--- config.mk ---
export PLATFORM = sky130hd
export DESIGN_NAME = t8cc_timer
export DESIGN_NICKNAME = d
export VERILOG_FILES = /design/src/core/t8cc_pkg.sv /design/src/core/t8cc_timer.sv
export VERILOG_INCLUDE_DIRS = /design/src /design/src/core
export SDC_FILE = /design/constraint.sdc
export NUM_CORES = 1
export LEC_CHECK = 0
export BUFFER_PORTS_ARGS = -buffer_cell sky130_fd_sc_hd__buf_4
export CORE_ASPECT_RATIO = 1.5
export CORE_MARGIN = 10
export CORE_UTILIZATION = 54
export DETAILED_ROUTE_END_ITERATION = 7
export PLACE_DENSITY = 0.76
export RECOVER_POWER = 25
export SYNTH_ARGS = -nofsm -noshare
export SYNTH_HDL_FRONTEND = slang
export SYNTH_SLANG_ARGS = --single-unit
--- constraint.sdc ---
create_clock -name i_core_clk -period 2.4 [get_ports i_core_clk]
set_clock_uncertainty 0.05 [all_clocks]
set_input_delay 0.6 -clock i_core_clk [delete_from_list [all_inputs] [get_ports i_core_clk]]
set_output_delay 0.6 -clock i_core_clk [all_outputs]
set_load 0.01 [all_outputs]
--- src/core/t8cc_regs.svh ---
// Purpose: register offsets, field positions and reset values of the 8-bit timer compare unit
// Assumes: plain register port, 8-bit data in the low bits
// Notes: definitions only
`ifndef T8CC_REGS_SVH
`define T8CC_REGS_SVH

// ==========================================================
// register offsets
`define T8CC_ADDR_W 4
`define T8CC_OFS_CTRL 4'h0
`define T8CC_OFS_COUNT 4'h1
`define T8CC_OFS_CMP 4'h2
`define T8CC_OFS_FLAGS 4'h3
`define T8CC_OFS_IRQEN 4'h4
`define T8CC_OFS_ASYNC 4'h5
`define T8CC_OFS_TICKDIV 4'h6

// ==========================================================
// control register fields
`define T8CC_CS_LSB 0
`define T8CC_CS_MSB 2
`define T8CC_WGM1_BIT 3
`define T8CC_COM_LSB 4
`define T8CC_COM_MSB 5
`define T8CC_WGM0_BIT 6
`define T8CC_FOC_BIT 7

// ==========================================================
// flag, enable and async select fields
`define T8CC_OVF_BIT 0
`define T8CC_OCF_BIT 1
`define T8CC_AS_BIT 3

// ==========================================================
// values
`define T8CC_MAX 8'hff
`define T8CC_BOTTOM 8'h00
`define T8CC_RST_BYTE 8'h00

`endif

--- src/core/t8cc_pkg.sv ---
// Purpose: types of the 8-bit timer compare unit
// Assumes: nothing
// Notes: constants live in t8cc_regs.svh
package t8cc_pkg;

  typedef enum logic [1:0] {
    T8CC_WGM_NORMAL = 2'h0,
    T8CC_WGM_PWM_PC = 2'h1,
    T8CC_WGM_CTC = 2'h2,
    T8CC_WGM_PWM_FAST = 2'h3
  } t8cc_wgm_t;

  typedef enum logic [1:0] {
    T8CC_COM_NONE = 2'h0,
    T8CC_COM_TOGGLE = 2'h1,
    T8CC_COM_CLEAR = 2'h2,
    T8CC_COM_SET = 2'h3
  } t8cc_com_t;

  typedef enum logic [1:0] {
    T8CC_DIR_UP = 2'b01,
    T8CC_DIR_DOWN = 2'b10
  } t8cc_dir_t;

endpackage

--- src/core/t8cc_timer.sv ---
// Purpose: counter and output-compare core of an 8-bit timer
// Assumes: one core clock; the async timer oscillator arrives as a synchronous tick enable
// Notes: clock select 1..7 divides the core clock by 2**(n-1) in place of the missing prescaler
`timescale 1ns/1ns
`include "t8cc_regs.svh"

// Overview of operation
// - each tick clears, increments or decrements the count as the mode decides
// - counting steps by exactly one; clear forces the count to zero
// - bottom indication is high whenever the count is zero
// - clock select zero gives no ticks; the counter stays stopped
// - the count register is readable and writable at any time
// - a cpu count write beats clear or count in the same cycle
// - two waveform mode bits in the control register choose the sequence
// - overflow flag set where the mode says, may request an interrupt
// - comparator flags equality of count and compare value every cycle
// - a match sets the compare flag one tick later
// - enabled flag requests an interrupt and clears when serviced
// - writing one clears the compare flag, zero leaves it
// - output derives from match, mode and output mode, with bottom in fast pwm
// - compare value double buffered in pwm modes only
// - buffered value moves to active compare at top or bottom
// - cpu compare access reaches buffer when buffered, else active register
// - force strobe in non-pwm modes acts on output without flag or clear
// - a count write blocks matches in the next tick, even stopped
// - compare output state survives mode changes
// - output mode bits take effect at once, not buffered
// - max is 255; top is max or compare value per mode
// - ticks from core clock, or from the oscillator tick when async select set
// - mode zero counts up, wraps at 255, overflow when count becomes zero
// - mode two clears on compare match so compare sets the top
module t8cc_timer import t8cc_pkg::*; (
  input wire logic i_core_clk,
  input wire logic i_rst_n,
  input wire logic [3:0] i_addr,
  input wire logic [7:0] i_wdata,
  input wire logic i_wr,
  input wire logic i_rd,
  output logic [7:0] o_rdata,
  input wire logic i_osc_tick,
  input wire logic i_ovf_irq_ack,
  input wire logic i_cmp_irq_ack,
  output logic o_ovf_irq,
  output logic o_cmp_irq,
  output logic o_compare_output,
  output logic o_pin_override,
  output logic o_bottom,
  output logic o_top
);

  // ==========================================================
  // registers
  logic [2:0] clock_source_sel_r;
  t8cc_wgm_t waveform_mode_sel_r;
  t8cc_com_t compare_output_mode_r;
  logic async_clock_sel_r;
  logic [7:0] timer_count_r;
  logic [7:0] compare_value_r;
  logic [7:0] compare_buf_r;
  logic overflow_flag_r;
  logic compare_match_flag_r;
  logic [1:0] irq_en_r;
  logic compare_output_r;
  logic [7:0] div_cnt_r;
  t8cc_dir_t dir_r;
  logic block_r;
  logic match_pend_r;
  logic [7:0] rdata_r;

  // ==========================================================
  // decode
  logic wr_ctrl, wr_count, wr_cmp, wr_flags, wr_irqen, wr_async;
  assign wr_ctrl = i_wr && (i_addr == `T8CC_OFS_CTRL);
  assign wr_count = i_wr && (i_addr == `T8CC_OFS_COUNT);
  assign wr_cmp = i_wr && (i_addr == `T8CC_OFS_CMP);
  assign wr_flags = i_wr && (i_addr == `T8CC_OFS_FLAGS);
  assign wr_irqen = i_wr && (i_addr == `T8CC_OFS_IRQEN);
  assign wr_async = i_wr && (i_addr == `T8CC_OFS_ASYNC);

  logic pwm_mode;
  assign pwm_mode = waveform_mode_sel_r[0];

  // ==========================================================
  // tick generation
  // select zero stops the tick
  logic tick;
  logic div_hit;
  always_comb begin
    div_hit = 1'b1;
    if (clock_source_sel_r > 3'h1) begin
      div_hit = (div_cnt_r & ((8'h01 << (clock_source_sel_r - 3'h1)) - 8'h01)) == 8'h00;
    end
  end
  assign tick = (clock_source_sel_r != 3'h0) && (async_clock_sel_r ? i_osc_tick : div_hit);

  always_ff @(posedge i_core_clk) begin
    if (!i_rst_n) begin
      div_cnt_r <= 8'h00;
    end else if (clock_source_sel_r == 3'h0) begin
      div_cnt_r <= 8'h00;
    end else if (!async_clock_sel_r) begin
      div_cnt_r <= div_cnt_r + 8'h01;
    end
  end

  // ==========================================================
  // top, bottom, match
  // top per mode
  logic [7:0] top_val;
  assign top_val = (waveform_mode_sel_r == T8CC_WGM_CTC) ? compare_value_r : `T8CC_MAX;
  assign o_bottom = (timer_count_r == `T8CC_BOTTOM);
  assign o_top = (timer_count_r == top_val);
  logic match;
  assign match = (timer_count_r == compare_value_r);
  logic match_ok;
  assign match_ok = match && !block_r;

  // ==========================================================
  // counter
  logic [7:0] count_nxt;
  t8cc_dir_t dir_nxt;
  logic ovf_evt;
  always_comb begin
    count_nxt = timer_count_r;
    dir_nxt = dir_r;
    ovf_evt = 1'b0;
    unique case (waveform_mode_sel_r)
      T8CC_WGM_NORMAL: begin
        count_nxt = timer_count_r + 8'h01;
        ovf_evt = (timer_count_r == `T8CC_MAX);
      end
      T8CC_WGM_CTC: begin
        if (match) begin
          count_nxt = `T8CC_BOTTOM;
        end else begin
          count_nxt = timer_count_r + 8'h01;
        end
        ovf_evt = (timer_count_r == `T8CC_MAX);
      end
      T8CC_WGM_PWM_FAST: begin
        count_nxt = timer_count_r + 8'h01;
        ovf_evt = (timer_count_r == `T8CC_MAX);
      end
      T8CC_WGM_PWM_PC: begin
        if (dir_r == T8CC_DIR_UP) begin
          if (timer_count_r == `T8CC_MAX) begin
            dir_nxt = T8CC_DIR_DOWN;
            count_nxt = timer_count_r - 8'h01;
          end else begin
            count_nxt = timer_count_r + 8'h01;
          end
        end else begin
          if (timer_count_r == `T8CC_BOTTOM) begin
            dir_nxt = T8CC_DIR_UP;
            count_nxt = timer_count_r + 8'h01;
            ovf_evt = 1'b1;
          end else begin
            count_nxt = timer_count_r - 8'h01;
          end
        end
      end
    endcase
  end

  always_ff @(posedge i_core_clk) begin
    if (!i_rst_n) begin
      timer_count_r <= `T8CC_RST_BYTE;
      dir_r <= T8CC_DIR_UP;
    end else if (wr_count) begin
      timer_count_r <= i_wdata;
    end else if (tick) begin
      timer_count_r <= count_nxt;
      dir_r <= dir_nxt;
    end
  end

  always_ff @(posedge i_core_clk) begin
    if (!i_rst_n) begin
      block_r <= 1'b0;
    end else if (wr_count) begin
      block_r <= 1'b1;
    end else if (tick) begin
      block_r <= 1'b0;
    end
  end

  // ==========================================================
  // compare value and buffer
  // buffering only in pwm modes
  always_ff @(posedge i_core_clk) begin
    if (!i_rst_n) begin
      compare_buf_r <= `T8CC_RST_BYTE;
    end else if (wr_cmp) begin
      compare_buf_r <= i_wdata;
    end
  end

  always_ff @(posedge i_core_clk) begin
    if (!i_rst_n) begin
      compare_value_r <= `T8CC_RST_BYTE;
    end else if (!pwm_mode) begin
      if (wr_cmp) begin
        compare_value_r <= i_wdata;
      end
    end else if (tick && (o_top || o_bottom)) begin
      compare_value_r <= compare_buf_r;
    end
  end

  // ==========================================================
  // flags
  // flag one tick after match
  always_ff @(posedge i_core_clk) begin
    if (!i_rst_n) begin
      match_pend_r <= 1'b0;
    end else if (tick) begin
      match_pend_r <= match_ok;
    end
  end

  logic cmp_set, ovf_set;
  assign cmp_set = tick && match_pend_r;
  assign ovf_set = tick && ovf_evt && !wr_count;

  always_ff @(posedge i_core_clk) begin
    if (!i_rst_n) begin
      compare_match_flag_r <= 1'b0;
    end else if (cmp_set) begin
      compare_match_flag_r <= 1'b1;
    end else if ((wr_flags && i_wdata[`T8CC_OCF_BIT]) || i_cmp_irq_ack) begin
      compare_match_flag_r <= 1'b0;
    end
  end

  always_ff @(posedge i_core_clk) begin
    if (!i_rst_n) begin
      overflow_flag_r <= 1'b0;
    end else if (ovf_set) begin
      overflow_flag_r <= 1'b1;
    end else if ((wr_flags && i_wdata[`T8CC_OVF_BIT]) || i_ovf_irq_ack) begin
      overflow_flag_r <= 1'b0;
    end
  end

  assign o_cmp_irq = compare_match_flag_r && irq_en_r[`T8CC_OCF_BIT];
  assign o_ovf_irq = overflow_flag_r && irq_en_r[`T8CC_OVF_BIT];

  // ==========================================================
  // control registers
  // output mode applies at once
  always_ff @(posedge i_core_clk) begin
    if (!i_rst_n) begin
      clock_source_sel_r <= 3'h0;
      waveform_mode_sel_r <= T8CC_WGM_NORMAL;
      compare_output_mode_r <= T8CC_COM_NONE;
    end else if (wr_ctrl) begin
      clock_source_sel_r <= i_wdata[`T8CC_CS_MSB:`T8CC_CS_LSB];
      waveform_mode_sel_r <= t8cc_wgm_t'({i_wdata[`T8CC_WGM1_BIT], i_wdata[`T8CC_WGM0_BIT]});
      compare_output_mode_r <= t8cc_com_t'(i_wdata[`T8CC_COM_MSB:`T8CC_COM_LSB]);
    end
  end

  always_ff @(posedge i_core_clk) begin
    if (!i_rst_n) begin
      irq_en_r <= 2'h0;
      async_clock_sel_r <= 1'b0;
    end else begin
      if (wr_irqen) begin
        irq_en_r <= i_wdata[1:0];
      end
      if (wr_async) begin
        async_clock_sel_r <= i_wdata[`T8CC_AS_BIT];
      end
    end
  end

  // ==========================================================
  // waveform output
  // force strobe acts only in non-pwm modes
  logic force_hit;
  assign force_hit = wr_ctrl && i_wdata[`T8CC_FOC_BIT] && !pwm_mode;
  logic out_nxt;
  always_comb begin
    out_nxt = compare_output_r;
    if (!pwm_mode) begin
      if (force_hit || (tick && match_ok)) begin
        unique case (wr_ctrl ? t8cc_com_t'(i_wdata[`T8CC_COM_MSB:`T8CC_COM_LSB]) : compare_output_mode_r)
          T8CC_COM_NONE: out_nxt = compare_output_r;
          T8CC_COM_TOGGLE: out_nxt = !compare_output_r;
          T8CC_COM_CLEAR: out_nxt = 1'b0;
          T8CC_COM_SET: out_nxt = 1'b1;
        endcase
      end
    end else if (tick) begin
      // pwm: set at bottom (fast pwm only), clear on match (non-inverting); com 3 inverts
      if (compare_output_mode_r[1]) begin
        if (match_ok) begin
          out_nxt = (compare_output_mode_r == T8CC_COM_SET);
        end else if (o_bottom && waveform_mode_sel_r == T8CC_WGM_PWM_FAST) begin
          out_nxt = (compare_output_mode_r == T8CC_COM_CLEAR);
        end
      end
    end
  end

  always_ff @(posedge i_core_clk) begin
    if (!i_rst_n) begin
      compare_output_r <= 1'b0;
    end else begin
      compare_output_r <= out_nxt;
    end
  end
  assign o_compare_output = compare_output_r;
  assign o_pin_override = (compare_output_mode_r != T8CC_COM_NONE);

  // ==========================================================
  // read port
  always_ff @(posedge i_core_clk) begin
    if (!i_rst_n) begin
      rdata_r <= 8'h00;
    end else if (i_rd) begin
      unique case (i_addr)
        `T8CC_OFS_CTRL: rdata_r <= {1'b0, waveform_mode_sel_r[0], compare_output_mode_r,
                                    waveform_mode_sel_r[1], clock_source_sel_r};
        `T8CC_OFS_COUNT: rdata_r <= timer_count_r;
        `T8CC_OFS_CMP: rdata_r <= pwm_mode ? compare_buf_r : compare_value_r;
        `T8CC_OFS_FLAGS: rdata_r <= {6'h00, compare_match_flag_r, overflow_flag_r};
        `T8CC_OFS_IRQEN: rdata_r <= {6'h00, irq_en_r};
        `T8CC_OFS_ASYNC: rdata_r <= {4'h0, async_clock_sel_r, 3'h0};
        default: rdata_r <= 8'h00;
      endcase
    end else begin
      rdata_r <= 8'h00;
    end
  end
  assign o_rdata = rdata_r;

  // ==========================================================
  // assertions
  a_stop_holds: assert property (@(posedge i_core_clk) disable iff (!i_rst_n)
    (clock_source_sel_r == 3'h0 && !wr_count) |=> $stable(timer_count_r))
    else $error("count moved while stopped");
  a_write_wins: assert property (@(posedge i_core_clk) disable iff (!i_rst_n)
    wr_count |=> timer_count_r == $past(i_wdata))
    else $error("count write lost");
  a_bottom_ind: assert property (@(posedge i_core_clk) disable iff (!i_rst_n)
    o_bottom == (timer_count_r == 8'h00))
    else $error("bottom indication wrong");
  a_normal_step: assert property (@(posedge i_core_clk) disable iff (!i_rst_n)
    (tick && !wr_count && waveform_mode_sel_r == T8CC_WGM_NORMAL && !wr_ctrl)
      |=> timer_count_r == 8'($past(timer_count_r) + 8'h01))
    else $error("normal mode step wrong");
  a_ovf_set: assert property (@(posedge i_core_clk) disable iff (!i_rst_n)
    (tick && !wr_count && waveform_mode_sel_r == T8CC_WGM_NORMAL && timer_count_r == 8'hff)
      |=> overflow_flag_r && timer_count_r == 8'h00)
    else $error("overflow not set at wrap");
  a_ctc_clear: assert property (@(posedge i_core_clk) disable iff (!i_rst_n)
    (tick && !wr_count && waveform_mode_sel_r == T8CC_WGM_CTC && match && !wr_ctrl)
      |=> timer_count_r == 8'h00)
    else $error("ctc did not clear");
  a_flag_late: assert property (@(posedge i_core_clk) disable iff (!i_rst_n)
    (tick && match_ok && !match_pend_r ##1 (!tick && !i_cmp_irq_ack && !wr_flags)) |-> !$rose(compare_match_flag_r))
    else $error("flag set in match tick");
  a_block_write: assert property (@(posedge i_core_clk) disable iff (!i_rst_n)
    wr_count |=> !match_ok)
    else $error("match not blocked");
  a_flag_clear: assert property (@(posedge i_core_clk) disable iff (!i_rst_n)
    (wr_flags && i_wdata[1] && !cmp_set) |=> !compare_match_flag_r)
    else $error("flag not cleared");
  a_irq_gate: assert property (@(posedge i_core_clk) disable iff (!i_rst_n)
    o_cmp_irq == (compare_match_flag_r && irq_en_r[1]))
    else $error("compare irq gating wrong");
  a_direct_cmp: assert property (@(posedge i_core_clk) disable iff (!i_rst_n)
    (wr_cmp && !pwm_mode) |=> compare_value_r == $past(i_wdata))
    else $error("direct compare write lost");

  c_ctc_wrap: cover property (@(posedge i_core_clk) tick && waveform_mode_sel_r == T8CC_WGM_CTC && match);
  c_force: cover property (@(posedge i_core_clk) force_hit);
  c_pwm_load: cover property (@(posedge i_core_clk) tick && pwm_mode && o_bottom);
  c_ovf: cover property (@(posedge i_core_clk) ovf_set);

endmodule // t8cc_timer

==> qor.csv, run 1 <==
stage,metric,value,unit
global_route,global route overflow,0,
finish,nets,563,
floorplan,Chip Height,123,microns
timing,final period utilization,102,%
timing,final setup fails,3,
logic_synthesis,"flops & latches, synth",57,
floorplan,Die Wd,88.6,microns
route,drt first pass iters,5,
worst_setup_path,Critical Path Start Type,flop,
logic_synthesis,Yosys Warn Count,0,
finish,layout cells sized above 1,28.4,%
worst_setup_path,"Data required, critical path",2.64,ns
floorplan,total core area,6850,sq um
timing,setup ws final,-0.0383,ns
floorplan,die area,10900,sq um
clock_tree,clock slew at the register clock pins of the worst setup and hold paths,0.07,ns
clock_tree,CTS Buf Count,9,
hold_path,worst hold start,match_pend_r,
power_and_ir_drop,Sw Share,29.3,%
logic_synthesis,synthesized net count,498,
worst_setup_path,type of destination of the critical path,flop,
logic_synthesis,cell count after synthesis,465,
logic_synthesis,Post-synth ARST share,0,%
finish,number of fill cells,560,
finish,Syn-to-layout area delta,26.0,%
floorplan,Top Ports,33,
timing,Fin. Hold Viols,0,
power_and_ir_drop,VDD IR max,442,uV
clock_tree,TritonCTS clock tree,built,
placement,Port Buffer Count,32,
route,1st-iter DRT viols,350,
logic_synthesis,Main synth FF type,dfxtp_1,
timing,hold_ws,0.404,ns
outcome,failing checks,negative setup slack,
route,Post-route DRC,0,
worst_setup_path,CP Launch Point,clock_source_sel_r[2],
finish,multi-input logic area,2660,sq um
power_and_ir_drop,sequential share of power,42.4,%
power_and_ir_drop,Switch Pwr,676,uW
global_route,Total GRT Usage,22.3,%
floorplan,Starting Density,55.6,%
timing,final setup TNS,-0.0679,ns
timing,final slew viol count,0,
finish,end-of-flow core utilization,70.1,%
global_route,vias in the first global route,3705,
placement,Final Wtd Congestion,0.955,
global_route,first-pass GRT wire length,18800,microns
worst_setup_path,WP buf/inv,2,
logic_synthesis,"EDFF count, synth",0,
finish,Ant. Diodes,0,
worst_setup_path,CP max FO,4,
timing,Least-Margin Pin Slew,0.561,ns
worst_setup_path,reg2reg start,clock_source_sel_r[2],
floorplan,# rows,37,
power_and_ir_drop,clock network power share,41.1,%
logic_synthesis,Synth cell types,75,
hold_path,hold crit path type,reg -> reg,
power_and_ir_drop,Pwr Density,482,nW/um^2
route,Post-DRT Antenna Nets,0,
global_route,initial antenna violation count,0,
clock_tree,TritonCTS Sinks,57,
power_and_ir_drop,Gate power share,16.5,%
worst_setup_path,"Arr. time, crit path",2.67,ns
power_and_ir_drop,Leakage,0.00180,uW
route,WL/cell,20.1,microns
power_and_ir_drop,Overall Power,2310,uW
timing,Fmax,410,MHz
worst_setup_path,CP Cell Sequence,"buf_6, inv_4, ha_4, or4b_4, a31oi_4, a21oi_2, a21oi_4, a21oi_4, or3_1, a31oi_1",
worst_setup_path,"most used cell, CP",a21oi_4,
placement,pre-CTS setup slack,-0.199,ns
route,vias per cell,6.33,
timing,Final min period,2.44,ns
power_and_ir_drop,cell internal pwr,1630,uW
route,Via Count,3883,
placement,Detail Placement HPWL,8710,microns
finish,register area,1160,sq um
clock_tree,worst-case clock buffer depth,2,
clock_tree,cts hold-fix bufs,0,
worst_setup_path,critical path's slowest cell,or4b_4,
route,Routed WL,12300,microns
logic_synthesis,register area share after synthesis,30.0,%
outcome,status,"complete, but fails checks",
logic_synthesis,area of the mapped netlist,3810,sq um
global_route,largest net degree at the start of global routing,33,
worst_setup_path,"slowest stage delay, CP",0.53,ns
logic_synthesis,Mean Syn Cell Area,8.19,sq um
clock_tree,htree depth,3,
worst_setup_path,Crit Path Category,reg -> reg,
clock_tree,Root Driver,clkbuf_8,
timing,RSZ-0062 raised after global routing,yes,
timing,relative slew slack,62.6,%
clock_tree,later-pin clock latency in the skew report,0.36,ns
flow_run,Max-Cap Viols,0,
worst_setup_path,Crit path max-delay family,simple AND/OR/NAND/NOR gates,
==> power groups by stage <==
stage          registers [uW]  logic, uW  clock network (uW)
6_report                  980        382                 949
4_1_cts                   980        347                 961
3_3_place_gp             1000        334                   0
5_1_grt                   981        409                1010
2_1_floorplan             995        210                   0
3_5_place_dp             1000        340                   0
==> worst min-delay path, cell delays in order, from the launching register on <==
cell and delay [ns]:
dfxtp_1 0.31, nand2_1 0.05, a21boi_1 0.05
==> state kept, by name, summed over array words and instances, names as in the netlist, 3 cells and up <==
signal              cells
div_cnt_r               8
clock_source_sel_r      3
o_rdata                 8
timer_count_r           8
compare_value_r         8
compare_buf_r           8
==> layout make-up <==
class / instances / area share, %
Multi-Input combinational cell: 365 / 55.5
Sequential cell: 57 / 24.1
Timing Repair Buffer: 84 / 13.0
Clock buffer: 10 / 2.87
Tap cell: 78 / 2.03
Clock inverter: 6 / 1.41
Inverter: 13 / 1.07
==> per-stage QoR <==
| step | cells | cell area (sq um) |
|---|---|---|
| after CTS | 608 | 4620 |
| after global routing | 613 | 4800 |
| after floorplan | 465 | 3820 |
| after detailed placement | 592 | 4370 |
| final | 613 | 4800 |
| after global placement | 592 | 4370 |
==> path summary, 6_finish.rpt <==
kind | slack [ns] | end | cells after the start
setup reg to reg | -0.04 | timer_count_r[0] | 10
hold reg to reg | 0.40 | match_pend_r | 2
hold / removal | 0.40 | match_pend_r | 2
setup / recovery | -0.04 | timer_count_r[0] | 10
==> per-layer routing <==
| layer | track usage, % | wire length [microns] | vias to the layer above |
|---|---|---|---|
| li1 | - | - | 1822 |
| met2 | 37.5 | 6280 | 185 |
| met4 | 13.2 | 420 | 0 |
| met5 | 0 | 0 | - |
| met3 | 5.77 | 935 | 42 |
| met1 | 24.7 | 4690 | 1834 |
==> cell usage after synthesis (2+ instances only) <==
master | n | share of area, %
a22oi_1 | 3 | 0.59
xor2_1 | 9 | 2.1
a31oi_1 | 4 | 0.66
or4b_1 | 2 | 0.53
nor4_1 | 2 | 0.33
buf_2 | 10 | 1.3
a21oi_4 | 2 | 0.85
mux2i_1 | 21 | 5.5
and4_1 | 3 | 0.69
or3_1 | 3 | 0.49
o221a_2 | 6 | 1.8
a32oi_1 | 2 | 0.46
o221a_1 | 4 | 1.2
nand3_1 | 21 | 2.8
a21oi_1 | 15 | 2.0
inv_1 | 12 | 1.2
o31ai_1 | 2 | 0.39
nand3b_1 | 4 | 0.79
and3_1 | 4 | 0.66
nand2_1 | 44 | 4.3
a21boi_0 | 14 | 2.8
ha_1 | 14 | 4.6
dfxtp_1 | 57 | 30
nor2_1 | 42 | 4.1
and2_1 | 4 | 0.66
o221ai_1 | 4 | 0.92
nand2_2 | 2 | 0.33
o22ai_1 | 2 | 0.33
o22a_1 | 5 | 1.1
nand2b_1 | 13 | 2.1
o211ai_1 | 9 | 1.8
a21boi_1 | 2 | 0.39
nor2b_1 | 12 | 2.0
clkbuf_1 | 14 | 1.4
nor3b_1 | 2 | 0.39
buf_1 | 3 | 0.30
buf_4 | 4 | 0.79
xnor2_1 | 13 | 3.0
nand4_1 | 5 | 0.82
o21ai_0 | 19 | 2.5
nor2_2 | 2 | 0.33
nor3_1 | 16 | 2.1
o21ai_2 | 2 | 0.46
==> kinds of logic (layout without fill, tap and decap cells) <==
family | Yosys count | count (layout) | share of synthesized area [%]
fa+ha+maj | 14 | 14 | 4.60
flops | 57 | 57 | 30.0
simple gates | 191 | 191 | 26.1
compound gates | 115 | 116 | 23.4
xor+xnor | 22 | 22 | 5.06
buf+inv | 44 | 113 | 5.06
mux | 22 | 22 | 5.81
==> timing repair <==
item	CTS	global route
gates cloned	0	1
buffers inserted	0	5
endpoints found under the setup margin	24	25
pin swaps	2	6
resized for setup	17	37
==> cell usage in the layout, fill, tap and decap left out, types with 3 or more instances in the layout <==
master	count
a21boi_0	14
a21oi_1	13
a21oi_4	3
a22oi_1	3
a31oi_1	3
and2_1	4
and3_1	3
buf_4	70
buf_6	6
clkbuf_1	8
clkbuf_8	10
dfxtp_1	47
dfxtp_2	8
ha_1	12
inv_1	11
mux2i_1	20
nand2_1	44
nand2b_1	11
nand3_1	20
nand3b_1	4
nand4_1	5
nor2_1	40
nor2_4	3
nor2b_1	11
nor3_1	15
nor3b_1	3
o211ai_1	9
o21ai_0	19
o221a_1	4
o221a_2	6
o221ai_1	3
o22a_1	5
or3_1	3
xnor2_1	13
xor2_1	9
No activity file was read; power rests on OpenSTA's default activity.
==> run 2, diff against run 1 <==
--- a/config.mk
+++ b/config.mk
@@ -9,9 +9,9 @@
 export BUFFER_PORTS_ARGS = -buffer_cell sky130_fd_sc_hd__buf_4
 export CORE_ASPECT_RATIO = 1.5
 export CORE_MARGIN = 10
-export CORE_UTILIZATION = 54
+export CORE_UTILIZATION = 55
 export DETAILED_ROUTE_END_ITERATION = 7
-export PLACE_DENSITY = 0.76
+export PLACE_DENSITY = 0.86
 export RECOVER_POWER = 25
 export SYNTH_ARGS = -nofsm -noshare
 export SYNTH_HDL_FRONTEND = slang
==> constraint.sdc (replaced) <==
create_clock -name i_core_clk -period 2.8 [get_ports i_core_clk]
set_clock_uncertainty 0.05 [all_clocks]
set_input_delay 0.7 -clock i_core_clk [delete_from_list [all_inputs] [get_ports i_core_clk]]
set_output_delay 0.7 -clock i_core_clk [all_outputs]
set_load 0.01 [all_outputs]
==> run 2 against run 1 <==
- the run now ends clean
- die area fell by 1.5%
- critical path depth stayed put
- cell count shrank 5.9%
- non-clock buffer count down 35
- design area fell by 9.5%
- register-to-register slack gained 0.14 ns
- flip-flop and latch count unchanged
- worst hold slack improved by 0.0086 ns
- fmax shrank 9.7%
- routed wire length fell by 6.5%
- highest routed layer unchanged
==> qor.csv, run 2 (synthesis results as in run 1) <==
stage,metric,value,unit,change
placement,Inst Count DP,559,,was 592
worst_setup_path,Crit Path Category,reg -> reg,,unchanged
worst_setup_path,Crit path max-delay family,simple AND/OR/NAND/NOR gates,,unchanged
clock_tree,TritonCTS Sinks,57,,unchanged
finish,"commonest cells after routing, fill and taps aside","dfxtp_1 (56), nand2_1 (44), nor2_1 (42)",,"was buf_4 (70), dfxtp_1 (47), nand2_1 (44)"
route,WL/cell,20.0,microns,was 20.1 microns
worst_setup_path,"most used cell, CP",a21oi_4,,unchanged
power_and_ir_drop,Gate power share,14.0,%,was 16.5%
worst_setup_path,type of destination of the critical path,flop,,unchanged
clock_tree,clock slew at the register clock pins of the worst setup and hold paths,0.07,ns,about the same
route,Routed WL,11500,microns,was 12300 microns
timing,final slew viol count,0,,unchanged
finish,register area,1140,sq um,was 1160 sq um
route,1st-iter DRT viols,377,,was 350
route,Post-route DRC,0,,unchanged
power_and_ir_drop,clock network power share,43.2,%,was 41.1%
flow_run,Max-Cap Viols,0,,unchanged
clock_tree,Root Driver,clkbuf_8,,unchanged
route,drt first pass iters,7,,was 5
finish,Syn-to-layout area delta,14.0,%,was 26.0%
clock_tree,later-pin clock latency in the skew report,0.35,ns,was 0.36 ns
clock_tree,htree depth,3,,unchanged
worst_setup_path,WP buf/inv,1,,was 2
floorplan,Top Ports,33,,unchanged
worst_setup_path,CP Cell Sequence,"or3b_1, ha_2, nand2b_1, mux2i_1, a2111oi_1, and4_2, a21oi_4, a21oi_4, buf_12, o221a_2",,"was buf_6, inv_4, ha_4, or4b_4, a31oi_4, a21oi_2, a21oi_4, a21oi_4, or3_1, a31oi_1"
finish,multi-input logic area,2500,sq um,was 2660 sq um
timing,relative slew slack,61.5,%,was 62.6%
worst_setup_path,critical path's slowest cell,or3b_1,,was or4b_4
worst_setup_path,"Arr. time, crit path",2.89,ns,was 2.67 ns
global_route,first-pass GRT wire length,18200,microns,was 18800 microns
hold_path,worst hold start,compare_buf_r[7],,was match_pend_r
clock_tree,worst-case clock buffer depth,2,,unchanged
worst_setup_path,CP max FO,9,,was 4
worst_setup_path,reg2reg start,clock_source_sel_r[2],,unchanged
power_and_ir_drop,Switch Pwr,542,uW,was 676 uW
finish,"commonest non-fill, non-tap cell in the layout",dfxtp_1,,was buf_4
route,Via Count,3820,,was 3883
global_route,largest net degree at the start of global routing,51,,was 33
finish,end-of-flow core utilization,63.8,%,was 70.1%
timing,Fin. Hold Viols,0,,unchanged
worst_setup_path,"Data required, critical path",2.99,ns,was 2.64 ns
worst_setup_path,Critical Path Start Type,flop,,unchanged
power_and_ir_drop,VDD IR max,362,uV,was 442 uV
finish,layout cells sized above 1,16.4,%,was 28.4%
power_and_ir_drop,Sw Share,27.5,%,was 29.3%
finish,Ant. Diodes,0,,unchanged
power_and_ir_drop,cell internal pwr,1430,uW,was 1630 uW
power_and_ir_drop,Pwr Density,454,nW/um^2,was 482 nW/um^2
power_and_ir_drop,sequential share of power,42.8,%,was 42.4%
placement,Detail Placement HPWL,8130,microns,was 8710 microns
floorplan,Starting Density,56.0,%,was 55.6%
route,Post-DRT Antenna Nets,0,,unchanged
hold_path,hold crit path type,reg -> reg,,unchanged
timing,Final min period,2.70,ns,was 2.44 ns
route,vias per cell,6.62,,was 6.33
worst_setup_path,CP Launch Point,clock_source_sel_r[2],,unchanged
floorplan,# rows,37,,unchanged
power_and_ir_drop,Leakage,0.00160,uW,was 0.00180 uW
global_route,initial antenna violation count,0,,unchanged
global_route,vias in the first global route,3697,,was 3705
timing,Least-Margin Pin Slew,0.577,ns,was 0.561 ns
timing,Fmax,370,MHz,was 410 MHz
floorplan,total core area,6810,sq um,was 6850 sq um
worst_setup_path,"slowest stage delay, CP",0.43,ns,was 0.53 ns
floorplan,Chip Height,122,microns,was 123 microns
outcome,status,"complete, no violations",,"was complete, but fails checks"
finish,nets,527,,was 563
timing,final period utilization,96.5,%,was 102%
global_route,Total GRT Usage,21.4,%,was 22.3%
finish,number of fill cells,582,,was 560
floorplan,die area,10700,sq um,was 10900 sq um
clock_tree,TritonCTS clock tree,built,,unchanged
timing,final setup fails,0,,was 3
clock_tree,CTS Buf Count,9,,unchanged
placement,Port Buffer Count,32,,unchanged
global_route,global route overflow,0,,unchanged
floorplan,Die Wd,87.9,microns,was 88.6 microns
placement,Final Wtd Congestion,1.01,,was 0.955
finish,final cell count without fillers,577,,was 613
-- run 2: timing repair --
action	CTS	global route
gates resized for setup	2	6
hold buffers	0	0
setup endpoints to repair	11	14
pin swaps	0	3
setup buffers	0	2
-- run 2: metal layers --
metal	wire length, microns	vias to the layer above	global-route usage (%)
li1	-	1743	-
met1	4110	1794	22.5
met2	5950	226	36.5
met3	792	57	4.41
met4	660	0	15.2
met5	0	-	0
-- run 2: path summary, 6_finish.rpt --
| path | endpoint | slack [ns] | cells past startpoint |
|---|---|---|---|
| min | compare_buf_r[7] | 0.41 | 2 |
| max reg2reg | compare_value_r[5] | 0.1 | 10 |
| max | compare_value_r[5] | 0.1 | 10 |
| min reg2reg | compare_buf_r[7] | 0.41 | 2 |
-- run 2: through the flow --
| stage | setup TNS, ns | total power, uW | instance area, sq um | worst slack, ns | hold slack [ns] |
|---|---|---|---|---|---|
| floorplan | 0 | 1030 | 3810 | 0.250 | 0.380 |
| global placement | 0 | 1110 | 4120 | 0.122 | 0.393 |
| detailed placement | -0.182 | 1120 | 4120 | -0.0408 | 0.402 |
| CTS | 0 | 1950 | 4340 | 0.0111 | 0.411 |
| global route | -0.0302 | 2020 | 4340 | -0.0278 | 0.429 |
| finish | 0 | 1970 | 4340 | 0.0991 | 0.412 |
-- run 2: area by class of cell --
cell class / count / area share [%]
Multi-Input combinational cell: 364 / 57.6
Tap cell: 78 / 2.25
Sequential cell: 57 / 26.3
Clock inverter: 6 / 1.90
Clock buffer: 10 / 2.94
Inverter: 13 / 1.12
Timing Repair Buffer: 49 / 7.90
-- run 2: worst min-delay path, delay by kind of cell (launching register included) --
family,cells,cell delay [ns]
and+or+nand+nor,1,0.04
AOI/OAI and AO/OA,1,0.07
DFF,1,0.30
-- run 2: power by group through the flow --
stage	clock (uW)	combinational, uW	sequential (uW)
floorplan	0	180	853
global placement	0	253	859
detailed placement	0	261	860
CTS	845	265	842
global route	881	292	844
finish	852	276	843
